[src/core/hwc_pkg.sv]
// Constants shared by the hardware and watchdog control register block.
// Assumes a 20 MHz system clock and an 8-bit register file behind a 16-bit serial frame.
package hwc_pkg;

   // ------------------------------------------------------------
   // Serial frame layout
   // ------------------------------------------------------------
   localparam int ADDR_W = 7;
   localparam int DATA_W = 8;
   localparam int FRAME_BITS = 16;
   localparam int BIT_CNT_W = 5;
   localparam logic [4:0] CNT_ADDR_DONE = 5'h08;
   localparam logic [4:0] CNT_FRAME_DONE = 5'h10;
   localparam logic [4:0] CNT_ADDR_LAST = 5'h07;

   // ------------------------------------------------------------
   // Register addresses
   // ------------------------------------------------------------
   localparam logic [6:0] MODE_SUPPLY_ADDR = 7'h01;
   localparam logic [6:0] HW_CTRL_ADDR = 7'h02;
   localparam logic [6:0] WATCHDOG_CONTROL_ADDR = 7'h03;
   localparam logic [6:0] WAKE_CTRL_ADDR = 7'h06;

   // ------------------------------------------------------------
   // Field positions
   // ------------------------------------------------------------
   localparam int HW_SOFT_RST_BIT = 6;
   localparam int HW_FO_SW_BIT = 5;
   localparam int HW_CHARGE_PUMP_ENABLE_BIT = 2;
   localparam int HW_TOL_BIT = 0;
   localparam int WD_CHECKSUM_BIT = 7;
   localparam int WD_STOP_OFF_A_BIT = 6;
   localparam int WINDOW_TYPE_SELECT_BIT = 5;
   localparam int WD_CAN_WAKE_BIT = 4;
   localparam int WD_PERIOD_MSB = 2;
   localparam int WD_PERIOD_LSB = 0;
   localparam int WAKE_STOP_OFF_B_BIT = 2;
   localparam int MODE_MSB = 7;
   localparam int MODE_LSB = 6;
   localparam logic [1:0] MODE_SOFT_RESET = 2'h3;

   // ------------------------------------------------------------
   // Reset values and bit masks
   // ------------------------------------------------------------
   localparam logic [7:0] HW_CTRL_RST = 8'h00;
   localparam logic [7:0] WATCHDOG_CONTROL_RST = 8'h14;
   localparam logic [7:0] WAKE_CTRL_RST = 8'h00;
   localparam logic [7:0] HW_WR_MASK = 8'h65;
   localparam logic [7:0] WD_WR_MASK = 8'hF7;
   localparam logic [7:0] WAKE_WR_MASK = 8'h04;
   localparam logic [7:0] HW_RESTART_KEEP = 8'h45;
   localparam logic [7:0] WD_RESTART_KEEP = 8'hB0;
   localparam logic [7:0] WD_RESTART_SET = 8'h04;
   localparam logic [7:0] WAKE_RESTART_KEEP = 8'h00;
   localparam logic [7:0] READ_UNMAPPED = 8'h00;
   localparam logic [2:0] WD_PERIOD_W3_ZERO = 3'h0;

   // ------------------------------------------------------------
   // Timing
   // ------------------------------------------------------------
   localparam int CLK_PERIOD_NS = 50;
   localparam int RST_PULSE_NS = 2000;
   localparam int RST_PULSE_CYCLES = (RST_PULSE_NS + CLK_PERIOD_NS - 1) / CLK_PERIOD_NS;
   localparam int RST_CNT_W = 8;

endpackage : hwc_pkg

[src/core/hwc_frame_if.sv]
// Carries one decoded serial frame from the frame engine to the register file.
// Assumes both ends run on clk_sys.
`timescale 1ns/1ps
interface hwc_frame_if;
   logic wr;
   logic [hwc_pkg::ADDR_W-1:0] addr;
   logic [hwc_pkg::DATA_W-1:0] wdata;
   logic [hwc_pkg::DATA_W-1:0] rdata;

   modport engine (output wr, output addr, output wdata, input rdata);
   modport regs (input wr, input addr, input wdata, output rdata);
endinterface : hwc_frame_if

[src/core/hwc_ctrl_regs.sv]
// Hardware control and watchdog control registers with their side effects.
// Assumes lock, failure, mode-change and watchdog inputs come from logic on clk_sys;
// only the serial pins are asynchronous and are synchronised in the frame engine.
//
// Notes on behaviour
// - Soft-reset bit 0 pulses reset output low.
// - Failure output from failures or software bit.
// - Software clear never releases a failure-held output.
// - Restart clears software failure-output activation bit.
// - Charge pump bit drives charge pump enable.
// - Tolerance bit: escalate on first or second failure.
// - Locks protect reset-select and charge pump bits from soft reset.
// - Hardware register reset, restart values, zero reserved.
// - Watchdog register reset, restart values, zero bit.
// - Stop-mode watchdog off bit a.
// - Watchdog type: timeout or window.
// - Watchdog starts after CAN wake when set.
// - Period field writable by software and hardware.
// - Mode field reset code executes soft reset.
// - Stop-to-normal change clears off bit b.
`timescale 1ns/1ps
module hwc_ctrl_regs #(
   parameter int RST_PULSE_CYC = hwc_pkg::RST_PULSE_CYCLES
) (
   // System
   input wire logic clk_sys,
   input wire logic reset,
   // Serial pins
   input wire logic spi_clk_pin,
   input wire logic spi_sel_n_pin,
   input wire logic spi_din_pin,
   output logic spi_dout,
   output logic spi_dout_oe_n,
   // Device state inputs
   input wire logic cfg_lock_0,
   input wire logic cfg_lock_1,
   input wire logic restart_enter,
   input wire logic stop_to_normal,
   input wire logic failure_triggered,
   input wire logic fo_pin_configured,
   input wire logic wdog_trigger_fail,
   input wire logic wdog_period_hw_we,
   input wire logic [hwc_pkg::WD_PERIOD_MSB:0] wdog_period_hw_val,
   // Reset and failure outputs
   output logic reset_out_n,
   output logic soft_reset_evt,
   output logic failure_output,
   output logic charge_pump_enable,
   // Watchdog configuration outputs
   output logic wdog_escalate,
   output logic wdog_stop_disable,
   output logic window_type_select,
   output logic wdog_start_on_can_wake,
   output logic [hwc_pkg::WD_PERIOD_MSB:0] wdog_period_field,
   output logic wd_parity_reject
);
   import hwc_pkg::*;

   // ------------------------------------------------------------
   // Elaboration checks
   // ------------------------------------------------------------
   if (RST_PULSE_CYC < 1 || RST_PULSE_CYC >= (1 << RST_CNT_W)) begin : g_bad_pulse
      $error("RST_PULSE_CYC must lie between 1 and the counter range");
   end

   // ------------------------------------------------------------
   // Frame engine
   // ------------------------------------------------------------
   hwc_frame_if frm ();

   hwc_spi_frame u_frame (
      .clk_sys(clk_sys),
      .reset(reset),
      .spi_clk_pin(spi_clk_pin),
      .spi_sel_n_pin(spi_sel_n_pin),
      .spi_din_pin(spi_din_pin),
      .spi_dout(spi_dout),
      .spi_dout_oe_n(spi_dout_oe_n),
      .frm(frm)
   );

   // ------------------------------------------------------------
   // Write decode
   // ------------------------------------------------------------
   logic [DATA_W-1:0] hw_reg;
   logic [DATA_W-1:0] wd_reg;
   logic [DATA_W-1:0] wake_reg;
   logic wr_hw;
   logic wr_wd;
   logic wr_wake;
   logic wd_parity_ok;
   logic soft_rst_req;
   logic [DATA_W-1:0] lock_keep;

   assign wr_hw = frm.wr && (frm.addr == HW_CTRL_ADDR);
   assign wr_wd = frm.wr && (frm.addr == WATCHDOG_CONTROL_ADDR);
   assign wr_wake = frm.wr && (frm.addr == WAKE_CTRL_ADDR);
   // The checksum bit is part of the sum, so all eight bits must XOR to zero.
   assign wd_parity_ok = ~(^frm.wdata);
   assign soft_rst_req = frm.wr && (frm.addr == MODE_SUPPLY_ADDR)
      && (frm.wdata[MODE_MSB:MODE_LSB] == MODE_SOFT_RESET);

   always_comb begin
      lock_keep = '0;
      lock_keep[HW_SOFT_RST_BIT] = cfg_lock_1;
      lock_keep[HW_CHARGE_PUMP_ENABLE_BIT] = cfg_lock_0;
   end

   // ------------------------------------------------------------
   // Hardware control register
   // ------------------------------------------------------------
   // Soft reset beats restart, which beats a software write in the same cycle.
   always_ff @(posedge clk_sys or posedge reset) begin
      if (reset) begin
         hw_reg <= HW_CTRL_RST;
      end else if (soft_rst_req) begin
         hw_reg <= (HW_CTRL_RST & ~lock_keep) | (hw_reg & lock_keep);
      end else if (restart_enter) begin
         hw_reg <= hw_reg & HW_RESTART_KEEP;
      end else if (wr_hw) begin
         hw_reg <= frm.wdata & HW_WR_MASK;
      end
   end

   assign charge_pump_enable = hw_reg[HW_CHARGE_PUMP_ENABLE_BIT];

   // ------------------------------------------------------------
   // Watchdog control register
   // ------------------------------------------------------------
   // A software write takes precedence over a hardware period update in the same cycle.
   always_ff @(posedge clk_sys or posedge reset) begin
      if (reset) begin
         wd_reg <= WATCHDOG_CONTROL_RST;
      end else if (soft_rst_req) begin
         wd_reg <= WATCHDOG_CONTROL_RST;
      end else if (restart_enter) begin
         wd_reg <= (wd_reg & WD_RESTART_KEEP) | WD_RESTART_SET;
      end else if (wr_wd && wd_parity_ok) begin
         wd_reg <= frm.wdata & WD_WR_MASK;
      end else if (wdog_period_hw_we) begin
         wd_reg[WD_PERIOD_MSB:WD_PERIOD_LSB] <= wdog_period_hw_val;
      end
   end

   // Rejection is reported as a one-cycle pulse; the stored settings stay as they were.
   always_ff @(posedge clk_sys or posedge reset) begin
      if (reset) begin
         wd_parity_reject <= 1'b0;
      end else begin
         wd_parity_reject <= wr_wd && !wd_parity_ok && !soft_rst_req
            && !restart_enter;
      end
   end

   assign window_type_select = wd_reg[WINDOW_TYPE_SELECT_BIT];
   assign wdog_start_on_can_wake = wd_reg[WD_CAN_WAKE_BIT];
   assign wdog_period_field = wd_reg[WD_PERIOD_MSB:WD_PERIOD_LSB];

   // ------------------------------------------------------------
   // Wake control register, second stop-mode deactivation bit
   // ------------------------------------------------------------
   // Only the deactivation bit lives here; the other bits of this address belong elsewhere
   // and read as zero from this block.
   always_ff @(posedge clk_sys or posedge reset) begin
      if (reset) begin
         wake_reg <= WAKE_CTRL_RST;
      end else if (soft_rst_req) begin
         wake_reg <= WAKE_CTRL_RST;
      end else if (restart_enter) begin
         wake_reg <= wake_reg & WAKE_RESTART_KEEP;
      end else if (wr_wake) begin
         wake_reg <= frm.wdata & WAKE_WR_MASK;
      end else if (stop_to_normal) begin
         wake_reg[WAKE_STOP_OFF_B_BIT] <= 1'b0;
      end
   end

   // The watchdog is off in stop mode only when both deactivation bits are set.
   always_ff @(posedge clk_sys or posedge reset) begin
      if (reset) begin
         wdog_stop_disable <= 1'b0;
      end else begin
         wdog_stop_disable <= wd_reg[WD_STOP_OFF_A_BIT]
            & wake_reg[WAKE_STOP_OFF_B_BIT];
      end
   end

   // ------------------------------------------------------------
   // Read mux
   // ------------------------------------------------------------
   // Reserved bits are never stored, so every read shows them as zero.
   always_comb begin
      case (frm.addr)
         HW_CTRL_ADDR: frm.rdata = hw_reg;
         WATCHDOG_CONTROL_ADDR: frm.rdata = wd_reg;
         WAKE_CTRL_ADDR: frm.rdata = wake_reg;
         default: frm.rdata = READ_UNMAPPED;
      endcase
   end

   // ------------------------------------------------------------
   // Soft reset and reset output pulse
   // ------------------------------------------------------------
   logic [RST_CNT_W-1:0] rst_cnt;

   // The selection is read before the soft reset rewrites it, so the old value decides.
   always_ff @(posedge clk_sys or posedge reset) begin
      if (reset) begin
         rst_cnt <= '0;
         reset_out_n <= 1'b1;
      end else if (soft_rst_req && !hw_reg[HW_SOFT_RST_BIT]) begin
         rst_cnt <= RST_PULSE_CYC[RST_CNT_W-1:0];
         reset_out_n <= 1'b0;
      end else if (rst_cnt > 8'h01) begin
         rst_cnt <= rst_cnt - 8'h01;
      end else if (rst_cnt == 8'h01) begin
         rst_cnt <= '0;
         reset_out_n <= 1'b1;
      end
   end

   always_ff @(posedge clk_sys or posedge reset) begin
      if (reset) begin
         soft_reset_evt <= 1'b0;
      end else begin
         soft_reset_evt <= soft_rst_req;
      end
   end

   // ------------------------------------------------------------
   // Failure output
   // ------------------------------------------------------------
   // A failure holds the output regardless of the software bit; clearing the bit
   // alone cannot release it, only the failure status going away can.
   always_ff @(posedge clk_sys or posedge reset) begin
      if (reset) begin
         failure_output <= 1'b0;
      end else begin
         failure_output <= (hw_reg[HW_FO_SW_BIT] & fo_pin_configured)
            | failure_triggered;
      end
   end

   // ------------------------------------------------------------
   // Watchdog failure tolerance
   // ------------------------------------------------------------
   logic fail_seen;

   always_ff @(posedge clk_sys or posedge reset) begin
      if (reset) begin
         fail_seen <= 1'b0;
         wdog_escalate <= 1'b0;
      end else if (soft_rst_req || restart_enter) begin
         fail_seen <= 1'b0;
         wdog_escalate <= 1'b0;
      end else if (wdog_trigger_fail) begin
         if (hw_reg[HW_TOL_BIT] || fail_seen) begin
            fail_seen <= 1'b0;
            wdog_escalate <= 1'b1;
         end else begin
            fail_seen <= 1'b1;
            wdog_escalate <= 1'b0;
         end
      end else begin
         wdog_escalate <= 1'b0;
      end
   end

endmodule : hwc_ctrl_regs

[src/core/hwc_spi_frame.sv]
// Serial frame engine: samples the pins, assembles 16-bit frames, shifts read data out.
// Assumes clock idle low, data taken on rising and changed on falling edges, each
// clock phase at least four clk_sys periods long.
`timescale 1ns/1ps
module hwc_spi_frame (
   // System
   input wire logic clk_sys,
   input wire logic reset,
   // Pins
   input wire logic spi_clk_pin,
   input wire logic spi_sel_n_pin,
   input wire logic spi_din_pin,
   output logic spi_dout,
   output logic spi_dout_oe_n,
   // Register side
   hwc_frame_if.engine frm
);
   import hwc_pkg::*;

   // ------------------------------------------------------------
   // Pin synchronisers
   // ------------------------------------------------------------
   logic [1:0] clk_sync;
   logic [1:0] sel_sync;
   logic [1:0] din_sync;
   logic clk_prev;
   logic sel_prev;
   logic clk_s;
   logic sel_s;
   logic rise;
   logic fall;
   logic frame_end;

   always_ff @(posedge clk_sys or posedge reset) begin
      if (reset) begin
         clk_sync <= 2'h0;
         sel_sync <= 2'h3;
         din_sync <= 2'h0;
         clk_prev <= 1'b0;
         sel_prev <= 1'b0;
      end else begin
         clk_sync <= {clk_sync[0], spi_clk_pin};
         sel_sync <= {sel_sync[0], spi_sel_n_pin};
         din_sync <= {din_sync[0], spi_din_pin};
         clk_prev <= clk_s;
         sel_prev <= sel_s;
      end
   end

   assign clk_s = clk_sync[1];
   assign sel_s = ~sel_sync[1];
   assign rise = clk_s & ~clk_prev;
   assign fall = ~clk_s & clk_prev;
   assign frame_end = sel_prev & ~sel_s;

   // ------------------------------------------------------------
   // Receive side
   // ------------------------------------------------------------
   logic [BIT_CNT_W-1:0] bit_cnt;
   logic [FRAME_BITS-1:0] rx_shift;
   logic wr_flag;

   always_ff @(posedge clk_sys or posedge reset) begin
      if (reset) begin
         bit_cnt <= '0;
         rx_shift <= '0;
         wr_flag <= 1'b0;
         frm.addr <= '0;
      end else if (!sel_s) begin
         bit_cnt <= '0;
      end else if (rise) begin
         rx_shift <= {rx_shift[FRAME_BITS-2:0], din_sync[1]};
         // Saturate past a full frame so an overlong frame is never taken.
         if (bit_cnt <= CNT_FRAME_DONE) begin
            bit_cnt <= bit_cnt + 5'h01;
         end
         if (bit_cnt == CNT_ADDR_LAST) begin
            frm.addr <= {rx_shift[ADDR_W-2:0], din_sync[1]};
            wr_flag <= rx_shift[ADDR_W-1];
         end
      end
   end

   // A write takes effect only at deselect, and only for exactly sixteen bits.
   always_ff @(posedge clk_sys or posedge reset) begin
      if (reset) begin
         frm.wr <= 1'b0;
         frm.wdata <= '0;
      end else begin
         frm.wr <= frame_end && (bit_cnt == CNT_FRAME_DONE) && wr_flag;
         if (frame_end) begin
            frm.wdata <= rx_shift[DATA_W-1:0];
         end
      end
   end

   // ------------------------------------------------------------
   // Transmit side
   // ------------------------------------------------------------
   logic [DATA_W-1:0] tx_shift;

   always_ff @(posedge clk_sys or posedge reset) begin
      if (reset) begin
         tx_shift <= '0;
         spi_dout <= 1'b0;
         spi_dout_oe_n <= 1'b1;
      end else begin
         spi_dout_oe_n <= ~sel_s;
         if (!sel_s) begin
            tx_shift <= '0;
            spi_dout <= 1'b0;
         end else if (fall) begin
            if (bit_cnt == CNT_ADDR_DONE) begin
               spi_dout <= frm.rdata[DATA_W-1];
               tx_shift <= {frm.rdata[DATA_W-2:0], 1'b0};
            end else begin
               spi_dout <= tx_shift[DATA_W-1];
               tx_shift <= {tx_shift[DATA_W-2:0], 1'b0};
            end
         end
      end
   end

endmodule : hwc_spi_frame

[config.mk]
export PLATFORM = sky130hd
export DESIGN_NAME = hwc_ctrl_regs
export DESIGN_NICKNAME = d
export VERILOG_FILES = /design/src/core/hwc_pkg.sv /design/src/core/hwc_frame_if.sv /design/src/core/hwc_ctrl_regs.sv /design/src/core/hwc_spi_frame.sv
export SDC_FILE = /design/constraint.sdc
export NUM_CORES = 1
export LEC_CHECK = 0
export BUFFER_PORTS_ARGS = -buffer_cell sky130_fd_sc_hd__buf_2
export CAP_MARGIN = 20
export CORE_MARGIN = 2
export CORE_UTILIZATION = 53
export DETAILED_ROUTE_END_ITERATION = 8
export PLACE_DENSITY = 0.85
export SETUP_SLACK_MARGIN = 0.4
export SLEW_MARGIN = 40
export SYNTH_ARGS = -nofsm -noshare
export SYNTH_HDL_FRONTEND = slang
export SYNTH_SLANG_ARGS = --single-unit
[constraint.sdc]
create_clock -name clk_sys -period 2.3 [get_ports clk_sys]
set_clock_uncertainty 0.1 [all_clocks]
set_input_delay 0.46 -clock clk_sys [delete_from_list [all_inputs] [get_ports clk_sys]]
set_output_delay 0.46 -clock clk_sys [all_outputs]
set_load 0.05 [all_outputs]
==> results of run 1 <==
[worst max-delay path by stage]
stage	end	slack, ps	cells past startpoint
after global routing	wd_reg[4]$_DFFE_PP1P_	280	4
after CTS	wd_reg[4]$_DFFE_PP1P_	320	4
after global placement	wd_reg[4]$_DFFE_PP1P_	330	4
after floorplan	wd_reg[4]$_DFFE_PP1P_	280	4
after detailed placement	wd_reg[4]$_DFFE_PP1P_	290	4
final	wd_reg[4]$_DFFE_PP1P_	320	4
[worst max-delay path, delay by kind of cell (launching register included)]
kind / cells / cell delay, ps
xor+xnor: 2 / 790
flops: 1 / 390
simple gates: 1 / 340
mux: 1 / 300
[power breakdown]
part | internal (mW) | total (mW) | switching (mW) | leakage (nW)
Clock | 0.561 | 1.00 | 0.443 | 0.101
Combinational | 0.428 | 0.852 | 0.424 | 0.815
Sequential | 1.44 | 1.57 | 0.125 | 0.958
[per-layer routing]
metal  routed length [um]  share of wire (%)  up-vias  track usage, %
met4                  219                3.2        0            9.53
met3                  206                3.0       19            4.95
met5                    0                  0        -               0
met2                 3420                 50       52            33.5
met1                 2960                 43     1162            25.4
li1                     -                  -     1107               -
[area by class of cell]
| class | instances | area [sq um] |
|---|---|---|
| clock buffers | 14 | 163 |
| inverters | 13 | 52.6 |
| fillers | 501 | 2310 |
| multi-input cells | 191 | 1510 |
| flip-flops and latches | 74 | 1860 |
| repair buffers | 37 | 218 |
| clock inverters | 2 | 35.0 |
| well taps | 77 | 96.3 |
[kinds of logic after synthesis]
| group | Yosys count | synth area share, % |
|---|---|---|
| and+or+nand+nor | 91 | 15.6 |
| DFF | 74 | 55.2 |
| AOI/OAI and AO/OA | 49 | 9.32 |
| muxes | 37 | 12.1 |
| buffers and inverters | 22 | 2.82 |
| xor gates and xnor gates | 9 | 3.19 |
| adders and majority gates | 5 | 1.86 |
[cells in the mapped netlist (2+ instances only)]
master	number
sky130_fd_sc_hd__dfrtp_1	68
sky130_fd_sc_hd__mux2_2	25
sky130_fd_sc_hd__nor2_1	22
sky130_fd_sc_hd__a21oi_1	15
sky130_fd_sc_hd__inv_1	13
sky130_fd_sc_hd__nand3_1	12
sky130_fd_sc_hd__mux2i_1	11
sky130_fd_sc_hd__nor3_1	9
sky130_fd_sc_hd__nand2_1	8
sky130_fd_sc_hd__o21ai_0	8
sky130_fd_sc_hd__dfstp_2	6
sky130_fd_sc_hd__nor2b_1	6
sky130_fd_sc_hd__and3_1	5
sky130_fd_sc_hd__ha_1	5
sky130_fd_sc_hd__nand2b_1	5
sky130_fd_sc_hd__nand4_1	5
sky130_fd_sc_hd__xnor2_1	5
sky130_fd_sc_hd__o22ai_1	4
sky130_fd_sc_hd__a21o_1	3
sky130_fd_sc_hd__a22oi_1	3
sky130_fd_sc_hd__and2_1	3
sky130_fd_sc_hd__buf_1	3
sky130_fd_sc_hd__buf_4	3
sky130_fd_sc_hd__o21a_1	3
sky130_fd_sc_hd__or3b_2	3
sky130_fd_sc_hd__a211oi_1	2
sky130_fd_sc_hd__and3b_1	2
sky130_fd_sc_hd__clkbuf_1	2
sky130_fd_sc_hd__nor4b_1	2
sky130_fd_sc_hd__o211ai_1	2
sky130_fd_sc_hd__o22a_1	2
sky130_fd_sc_hd__xor2_1	2
[per-stage QoR]
stage                     utilization, %  std cells  setup WS (ps)  power (mW)
final                               63.1        408            320        3.42
after detailed placement            58.0        389            293        2.32
after CTS                           61.3        406            315        3.34
after floorplan                        -        287            279        2.08
after global routing                63.1        408            279        3.57
after global placement              58.0        389            329        2.31
[what timing repair did]
action	in CTS	in global routing
pin swaps	1	0
gates resized for setup	3	17
endpoints found under the setup margin	7	22
setup buffers	1	2
==> results.sh, run 1 <==
export IMPL_run_status="finished clean"
export IMPL_static_leakage_nw=1.87
export IMPL_timing_critical_path_fanout_max=3
export IMPL_vias_in_the_first_global_route=2369
export IMPL_grt_total_usage_pct=20.4
export IMPL_cp_data_arrival_time_ps=2150
export IMPL_grt_overflow=0
export IMPL_fin_worst_hold_slack_ps=108
export IMPL_route_vias_total=2340
export IMPL_syn_avg_cell_area_sq_um=11.7
export IMPL_yosysUniqueCellTypes=52
export IMPL_fraction_of_final_layout_cells_sized_beyond_drive_strength_1_pct=32.6
export IMPL_timing_critical_path_required_ps=2470
export IMPL_ant_nets=0
export IMPL_setup_tns_final_ps=0
export IMPL_synth_largest_area_cell="sky130_fd_sc_hd__dfrtp_1"
export IMPL_place_congestion=0.873
export IMPL_setup_viol=0
export IMPL_critical_path_class="flop to flop"
export IMPL_timing_reg2reg_worst_path_depth=4
export IMPL_route_detailed_vias_per_inst=5.74
export IMPL_final_hold_viol_count=0
export IMPL_dieWidth_um=83.7
export IMPL_detail_route_first_pass_iterations=5
export IMPL_reg_largest_list="rst_cnt: 8 flops, u_frame.frm.wdata: 8 flops, u_frame.rx_shift: 8 flops"
export IMPL_power_density_cell_area_nw_per_um2=870
export IMPL_grt_pass1_wl_um=11200
export IMPL_maxCapViolCount=0
export IMPL_pin_count_of_the_biggest_net_entering_global_routing=75
export IMPL_cts_hold_fix_buffers=0
export IMPL_nets=347
export IMPL_netlist_area_sq_um=3370
export IMPL_layout_commonest_cell="sky130_fd_sc_hd__dfrtp_1"
export IMPL_placeable_core_region_sq_um=6240
export IMPL_die_area_sq_um=7010
export IMPL_insertion_delay_ps=340
export IMPL_total_clock_buffers_created_by_cts=9
export IMPL_avgRoutedWirePerCell_um=16.7
export IMPL_floorplan_initialDensity_pct=54.0
export IMPL_min_period_ps=1980
export IMPL_final_min_period_over_clock_period_pct=86.1
export IMPL_dpl_instance_area_sq_um=3620
export IMPL_io_pins=30
export IMPL_mostFrequentLayoutCells="sky130_fd_sc_hd__dfrtp_1, sky130_fd_sc_hd__buf_2, sky130_fd_sc_hd__mux2_2"
export IMPL_startpoint="u_frame.frm.wdata[2]$_DFFE_PP0P_"
export IMPL_clk_sink_count=74
export IMPL_initial_antenna_violation_count=0
export IMPL_worst_setup_path_start_kind="flop"
export IMPL_cp_slowest_cell="sky130_fd_sc_hd__xnor3_2"
export IMPL_hpwl_um=4670
export IMPL_timing_worst_slew_pin_value_ps=467
export IMPL_ys_ff_latch=74
export IMPL_synth_edff_count=0
export IMPL_worstHoldPathType="input pin to async pin"
export IMPL_cts_tree="done"
export IMPL_row_count=29
export IMPL_die_h_um=83.7
export IMPL_ctsLongestPathBuffers=2
export IMPL_r2r_start="u_frame.frm.wdata[2]$_DFFE_PP0P_"
export IMPL_max_freq_mhz=505
export IMPL_rsz0062_at_grt="true"
export IMPL_syn_instance_count=287
export IMPL_synth_main_ff_cell="sky130_fd_sc_hd__dfrtp_1"
export IMPL_initialDrtViolationCount=170
export IMPL_relSlewSlack_pct=68.5
export IMPL_critPathCaptureType="flop"
export IMPL_ir_drop_uv=796
export IMPL_r2r_end="wd_reg[4]$_DFFE_PP1P_"
export IMPL_crit_chain="xnor3_1 -> xnor3_2 -> and3b_4 -> mux2_4"
export IMPL_timing_final_max_slew_violations=0
export IMPL_root_buffer="sky130_fd_sc_hd__clkbuf_8"
export IMPL_drt_drc_violations_left=0
export IMPL_cts_max_level=3
export IMPL_clk_pin_slew_ps=70
export IMPL_diodes=0
export IMPL_synth_sequential_area_ratio_pct=55.2
export IMPL_reg2reg_setup_slack_ps=320
export IMPL_synth_net_count=308
export IMPL_drt_total_wl_um=6820
export IMPL_yosysWarningCount=0
export IMPL_synthTopCellsByArea="sky130_fd_sc_hd__dfrtp_1, sky130_fd_sc_hd__mux2_2, sky130_fd_sc_hd__dfstp_2"
export IMPL_postSynth_asyncResetShare_pct=100
export IMPL_final_area_sq_um=3940
export IMPL_portion_of_synthesized_cell_area_occupied_by_the_leading_cell_type_pct=50.5
export IMPL_max_stage_delay_ps=420
export IMPL_area_growth_pct=16.8
export IMPL_numPortBuffers=29
No activity file was read; power rests on OpenSTA's default activity.
==> run 2: changes to the inputs <==
--- a/config.mk
+++ b/config.mk
@@ -8,9 +8,9 @@
 export BUFFER_PORTS_ARGS = -buffer_cell sky130_fd_sc_hd__buf_2
 export CAP_MARGIN = 20
 export CORE_MARGIN = 2
-export CORE_UTILIZATION = 53
+export CORE_UTILIZATION = 40
 export DETAILED_ROUTE_END_ITERATION = 8
-export PLACE_DENSITY = 0.85
+export PLACE_DENSITY = 0.7
 export SETUP_SLACK_MARGIN = 0.4
 export SLEW_MARGIN = 40
 export SYNTH_ARGS = -nofsm -noshare
==> results.sh, run 2 (synthesis results as in run 1) <==
export IMPL_cts_max_level=3
export IMPL_mostFrequentLayoutCells="sky130_fd_sc_hd__dfrtp_1, sky130_fd_sc_hd__buf_2, sky130_fd_sc_hd__mux2_2"
export IMPL_dp_cells=419
export IMPL_critical_path_class="flop to flop"
export IMPL_detail_route_first_pass_iterations=4
export IMPL_reg2reg_setup_slack_ps=340
export IMPL_insertion_delay_ps=350
export IMPL_ir_drop_uv=655
export IMPL_initialDrtViolationCount=138
export IMPL_sequentialPowerShare_pct=45.1
export IMPL_timing_critical_path_required_ps=2480
export IMPL_ant_nets=0
export IMPL_placeable_core_region_sq_um=8180
export IMPL_min_period_ps=1960
export IMPL_clk_sink_count=74
export IMPL_die_area_sq_um=9170
export IMPL_pin_count_of_the_biggest_net_entering_global_routing=75
export IMPL_grt_pass1_wl_um=10700
export IMPL_maxCapViolCount=0
export IMPL_instances_no_fill=437
export IMPL_nets=348
export IMPL_ctsLongestPathBuffers=2
export IMPL_numPortBuffers=29
export IMPL_floorplan_initialDensity_pct=41.2
export IMPL_power_density_cell_area_nw_per_um2=871
export IMPL_route_detailed_vias_per_inst=5.30
export IMPL_fraction_of_final_layout_cells_sized_beyond_drive_strength_1_pct=32.8
export IMPL_reg_largest_list="rst_cnt: 8 flops, u_frame.frm.wdata: 8 flops, u_frame.rx_shift: 8 flops"
export IMPL_final_hold_viol_count=0
export IMPL_root_buffer="sky130_fd_sc_hd__clkbuf_8"
export IMPL_area_growth_pct=18.3
export IMPL_setup_viol=0
export IMPL_route_vias_total=2315
export IMPL_vias_in_the_first_global_route=2256
export IMPL_static_leakage_nw=1.88
export IMPL_die_h_um=95.8
export IMPL_io_pins=30
export IMPL_diodes=0
export IMPL_grt_overflow=0
export IMPL_initial_antenna_violation_count=0
export IMPL_power_internal_mw=2.47
export IMPL_timing_final_max_slew_violations=0
export IMPL_worst_setup_path_start_kind="flop"
export IMPL_row_count=33
export IMPL_critPathCaptureType="flop"
export IMPL_run_status="finished clean"
export IMPL_grt_total_usage_pct=15.4
export IMPL_power_switching_fraction_pct=28.9
export IMPL_dieWidth_um=95.8
export IMPL_max_freq_mhz=510
export IMPL_worstHoldPathType="input pin to async pin"
export IMPL_part_of_the_power_in_the_clock_network_pct=31.2
export IMPL_design_power_total_mw=3.47
export IMPL_cp_data_arrival_time_ps=2140
export IMPL_cts_tree="done"
export IMPL_timing_critical_path_fanout_max=3
export IMPL_drt_total_wl_um=6460
export IMPL_rsz0062_at_grt="true"
export IMPL_avgRoutedWirePerCell_um=14.8
export IMPL_drt_drc_violations_left=0
export IMPL_share_comb_of_total_power_pct=23.7
export IMPL_setup_tns_final_ps=0
export IMPL_place_congestion=0.807
export IMPL_hpwl_um=4470
export IMPL_total_clock_buffers_created_by_cts=9
export IMPL_clk_pin_slew_ps=80
export IMPL_switching_power_mw=1.01
export IMPL_relSlewSlack_pct=67.9
export IMPL_timing_worst_slew_pin_value_ps=475
export IMPL_layout_commonest_cell="sky130_fd_sc_hd__dfrtp_1"
export IMPL_final_min_period_over_clock_period_pct=85.2
run 2: per-stage QoR:
stage | hold WS [ps] | util, % | cell area [sq um] | setup WS, ps
after global routing | 88.0 | 48.8 | 3990 | 298
after global placement | 235 | 44.9 | 3670 | 329
after floorplan | 231 | - | 3370 | 279
after detailed placement | 237 | 44.9 | 3670 | 307
final | 96.3 | 48.8 | 3990 | 340
after CTS | 88.6 | 47.8 | 3910 | 337
run 2: power by group through the flow:
stage | Clock, mW | Sequential, mW | Combinational (mW)
2_1_floorplan | 0 | 1.56 | 0.517
3_3_place_gp | 0 | 1.59 | 0.729
3_5_place_dp | 0 | 1.60 | 0.733
4_1_cts | 1.12 | 1.57 | 0.761
5_1_grt | 1.18 | 1.59 | 0.876
6_report | 1.08 | 1.57 | 0.824
run 2: path summary, 6_finish.rpt:
path | startpoint | to | cells past startpoint
max in group asynchronous | reset | u_frame.spi_dout_oe_n$_DFF_PP1_ | 3
hold / removal | reset | u_frame.frm.addr[3]$_DFFE_PP0P_ | 3
min in group clk_sys | spi_sel_n_pin | u_frame.sel_sync[0]$_DFF_PP1_ | 1
setup reg to reg | u_frame.frm.wdata[2]$_DFFE_PP0P_ | wd_reg[4]$_DFFE_PP1P_ | 4
hold reg to reg | u_frame.clk_sync[0]$_DFF_PP0_ | u_frame.clk_sync[1]$_DFF_PP0_ | 0
setup / recovery | u_frame.frm.wdata[2]$_DFFE_PP0P_ | wd_reg[4]$_DFFE_PP1P_ | 4
run 2: area by class of cell:
class / count / area [sq um]
Timing Repair Buffer: 38 / 225
Inverter: 13 / 52.6
Multi-Input combinational cell: 191 / 1490
Sequential cell: 74 / 1860
Clock inverter: 3 / 45.0
Clock buffer: 13 / 179
Tap cell: 105 / 131
Fill cell: 738 / 4190
run 2: critical path, cell delays in order (launching register included):
cell and delay (ps):
sky130_fd_sc_hd__dfrtp_1 380, sky130_fd_sc_hd__xnor3_1 360, sky130_fd_sc_hd__xnor3_2 420, sky130_fd_sc_hd__and3b_4 340, sky130_fd_sc_hd__mux2_4 300
run 2: timing repair:
item / in CTS / in global routing
buffers inserted: 1 / 1
pin swaps: 1 / 1
endpoints found under the setup margin: 6 / 16
endpoints found under the hold margin: 0 / 0
gates resized for setup: 4 / 13
hold buffers: 0 / 0
run 2: routing by layer:
layer | share of wire (%) | track usage, % | up-vias
met5 | 0 | 0 | -
met4 | 1.7 | 7.50 | 0
met3 | 4.1 | 4.15 | 9
met2 | 48 | 23.8 | 50
met1 | 46 | 20.2 | 1145
li1 | - | - | 1111
==> run 3: changes to the inputs <==
--- a/config.mk
+++ b/config.mk
@@ -7,7 +7,6 @@
 export LEC_CHECK = 0
 export BUFFER_PORTS_ARGS = -buffer_cell sky130_fd_sc_hd__buf_2
 export CAP_MARGIN = 20
-export CORE_MARGIN = 2
 export CORE_UTILIZATION = 40
 export DETAILED_ROUTE_END_ITERATION = 8
 export PLACE_DENSITY = 0.7
==> results.sh, run 3 (synthesis results as in run 1) <==
export IMPL_pin_count_of_the_biggest_net_entering_global_routing=75
export IMPL_cp_slowest_cell="sky130_fd_sc_hd__dfrtp_1"
export IMPL_place_congestion=0.778
export IMPL_route_detailed_vias_per_inst=5.43
export IMPL_ctsLongestPathBuffers=2
export IMPL_dieWidth_um=93.8
export IMPL_setup_tns_final_ps=0
export IMPL_detail_route_first_pass_iterations=4
export IMPL_timing_critical_path_max_delay_family="XOR/XNOR gates"
export IMPL_mostFrequentLayoutCells="sky130_fd_sc_hd__dfrtp_1, sky130_fd_sc_hd__buf_2, sky130_fd_sc_hd__mux2_2"
export IMPL_placeable_core_region_sq_um=8180
export IMPL_worst_path_buf_inv=0
export IMPL_fin_worst_hold_slack_ps=94.7
export IMPL_layout_commonest_cell="sky130_fd_sc_hd__dfrtp_1"
export IMPL_timing_worst_slew_pin_value_ps=551
export IMPL_part_of_the_power_in_the_clock_network_pct=27.1
export IMPL_worst_setup_path_start_kind="flop"
export IMPL_initialDrtViolationCount=137
export IMPL_share_comb_of_total_power_pct=24.9
export IMPL_clk_sink_count=74
export IMPL_power_switching_fraction_pct=29.9
export IMPL_setup_ws_post_layout_ps=324
export IMPL_relSlewSlack_pct=63.0
export IMPL_fraction_of_final_layout_cells_sized_beyond_drive_strength_1_pct=31.9
export IMPL_design_power_total_mw=3.27
export IMPL_cts_tree="done"
export IMPL_run_status="finished clean"
export IMPL_ir_drop_uv=573
export IMPL_drt_drc_violations_left=0
export IMPL_drt_total_wl_um=6680
export IMPL_floorplan_initialDensity_pct=41.2
export IMPL_clk_pin_slew_ps=70
export IMPL_grt_pass1_wl_um=11200
export IMPL_critical_path_class="flop to flop"
export IMPL_numPortBuffers=29
export IMPL_nets=349
export IMPL_rsz0062_at_grt="true"
export IMPL_die_h_um=93.8
export IMPL_final_hold_viol_count=0
export IMPL_crit_chain="xnor3_1 -> xnor3_2 -> and3b_4 -> mux2_4"
export IMPL_reg_largest_list="rst_cnt: 8 flops, u_frame.frm.wdata: 8 flops, u_frame.rx_shift: 8 flops"
export IMPL_cts_max_level=3
export IMPL_hpwl_um=4570
export IMPL_critPathCaptureType="flop"
export IMPL_place_ws_ps=308
export IMPL_max_freq_mhz=506
export IMPL_sequentialPowerShare_pct=48.0
export IMPL_min_period_ps=1980
export IMPL_route_vias_total=2372
export IMPL_insertion_delay_ps=350
export IMPL_switching_power_uw=977
export IMPL_timing_critical_path_fanout_max=3
export IMPL_vias_in_the_first_global_route=2322
export IMPL_timing_critical_path_required_ps=2490
export IMPL_maxCapViolCount=0
export IMPL_cts_hold_fix_buffers=0
export IMPL_root_buffer="sky130_fd_sc_hd__clkbuf_8"
export IMPL_diodes=0
export IMPL_cp_data_arrival_time_ps=2160
export IMPL_fin_util_pct=48.0
export IMPL_grt_overflow=0
export IMPL_die_area_sq_um=8790
export IMPL_timing_final_max_slew_violations=0
export IMPL_max_stage_delay_ps=420
export IMPL_ant_nets=0
export IMPL_total_clock_buffers_created_by_cts=9
export IMPL_io_pins=30
export IMPL_worstHoldPathType="input pin to async pin"
export IMPL_final_min_period_over_clock_period_pct=85.9
export IMPL_setup_viol=0
export IMPL_initial_antenna_violation_count=0
export IMPL_row_count=33
export IMPL_power_internal_mw=2.29
export IMPL_grt_total_usage_pct=17.0
export IMPL_power_density_cell_area_nw_per_um2=834
export IMPL_area_growth_pct=16.4
export IMPL_avgRoutedWirePerCell_um=15.3
export IMPL_static_leakage_nw=1.86
==> run 3: layout make-up <==
cell class | count | area [sq um]
clock buffer | 12 | 155
clock inverter | 3 | 15.0
fill | 765 | 4250
inverter | 13 | 52.6
multi-input combinational | 191 | 1480
sequential | 74 | 1860
tap | 105 | 131
timing repair buffer | 39 | 233
==> run 3: routing by layer <==
layer	GRT usage [%]	share of wire, %
met1	21.3	44
met2	26.4	48
met3	4.94	4.9
met4	9.36	2.6
met5	0	0
==> run 3: final timing paths <==
path                                                       start  slack [ps]  cells after the start                          endpoint
max in group asynchronous                                  reset        1650                      3     u_frame.sel_sync[0]$_DFF_PP1_
worst max-delay path            u_frame.frm.wdata[1]$_DFFE_PP0P_         320                      4             wd_reg[4]$_DFFE_PP1P_
worst min register to register     u_frame.din_sync[0]$_DFF_PP0_         250                      0     u_frame.din_sync[1]$_DFF_PP0_
worst min-delay path                                       reset          90                      3  u_frame.frm.wdata[1]$_DFFE_PP0P_
min in group clk_sys                               spi_sel_n_pin         100                      1     u_frame.sel_sync[0]$_DFF_PP1_
worst max register to register  u_frame.frm.wdata[1]$_DFFE_PP0P_         320                      4             wd_reg[4]$_DFFE_PP1P_
==> run 3: worst register-to-register path: cells and delay by family (launching register included) <==
kind	cells	cell delay [ps]
xor gates and xnor gates	2	750
DFF	1	420
muxes	1	300
and+or+nand+nor	1	340
==> run 3: per-stage QoR <==
stage               cells  instance area (sq um)
detailed placement    419                   3670
CTS                   436                   3860
global placement      419                   3670
floorplan             287                   3370
global route          437                   3920
finish                437                   3920
==> run 3: repair_timing <==
item                                    4_1_cts  5_1_grt
setup buffers                                 2        1
pin swaps                                     1        0
endpoints found under the setup margin        6       18
resized for setup                             2       13
==> run 3: power by group through the flow <==
| stage | sequential, mW | combinational, mW | clock, mW |
|---|---|---|---|
| after CTS | 1.57 | 0.762 | 0.920 |
| after floorplan | 1.56 | 0.517 | 0 |
| after detailed placement | 1.60 | 0.731 | 0 |
| after global placement | 1.59 | 0.729 | 0 |
| final | 1.57 | 0.813 | 0.887 |
| after global routing | 1.59 | 0.860 | 0.977 |
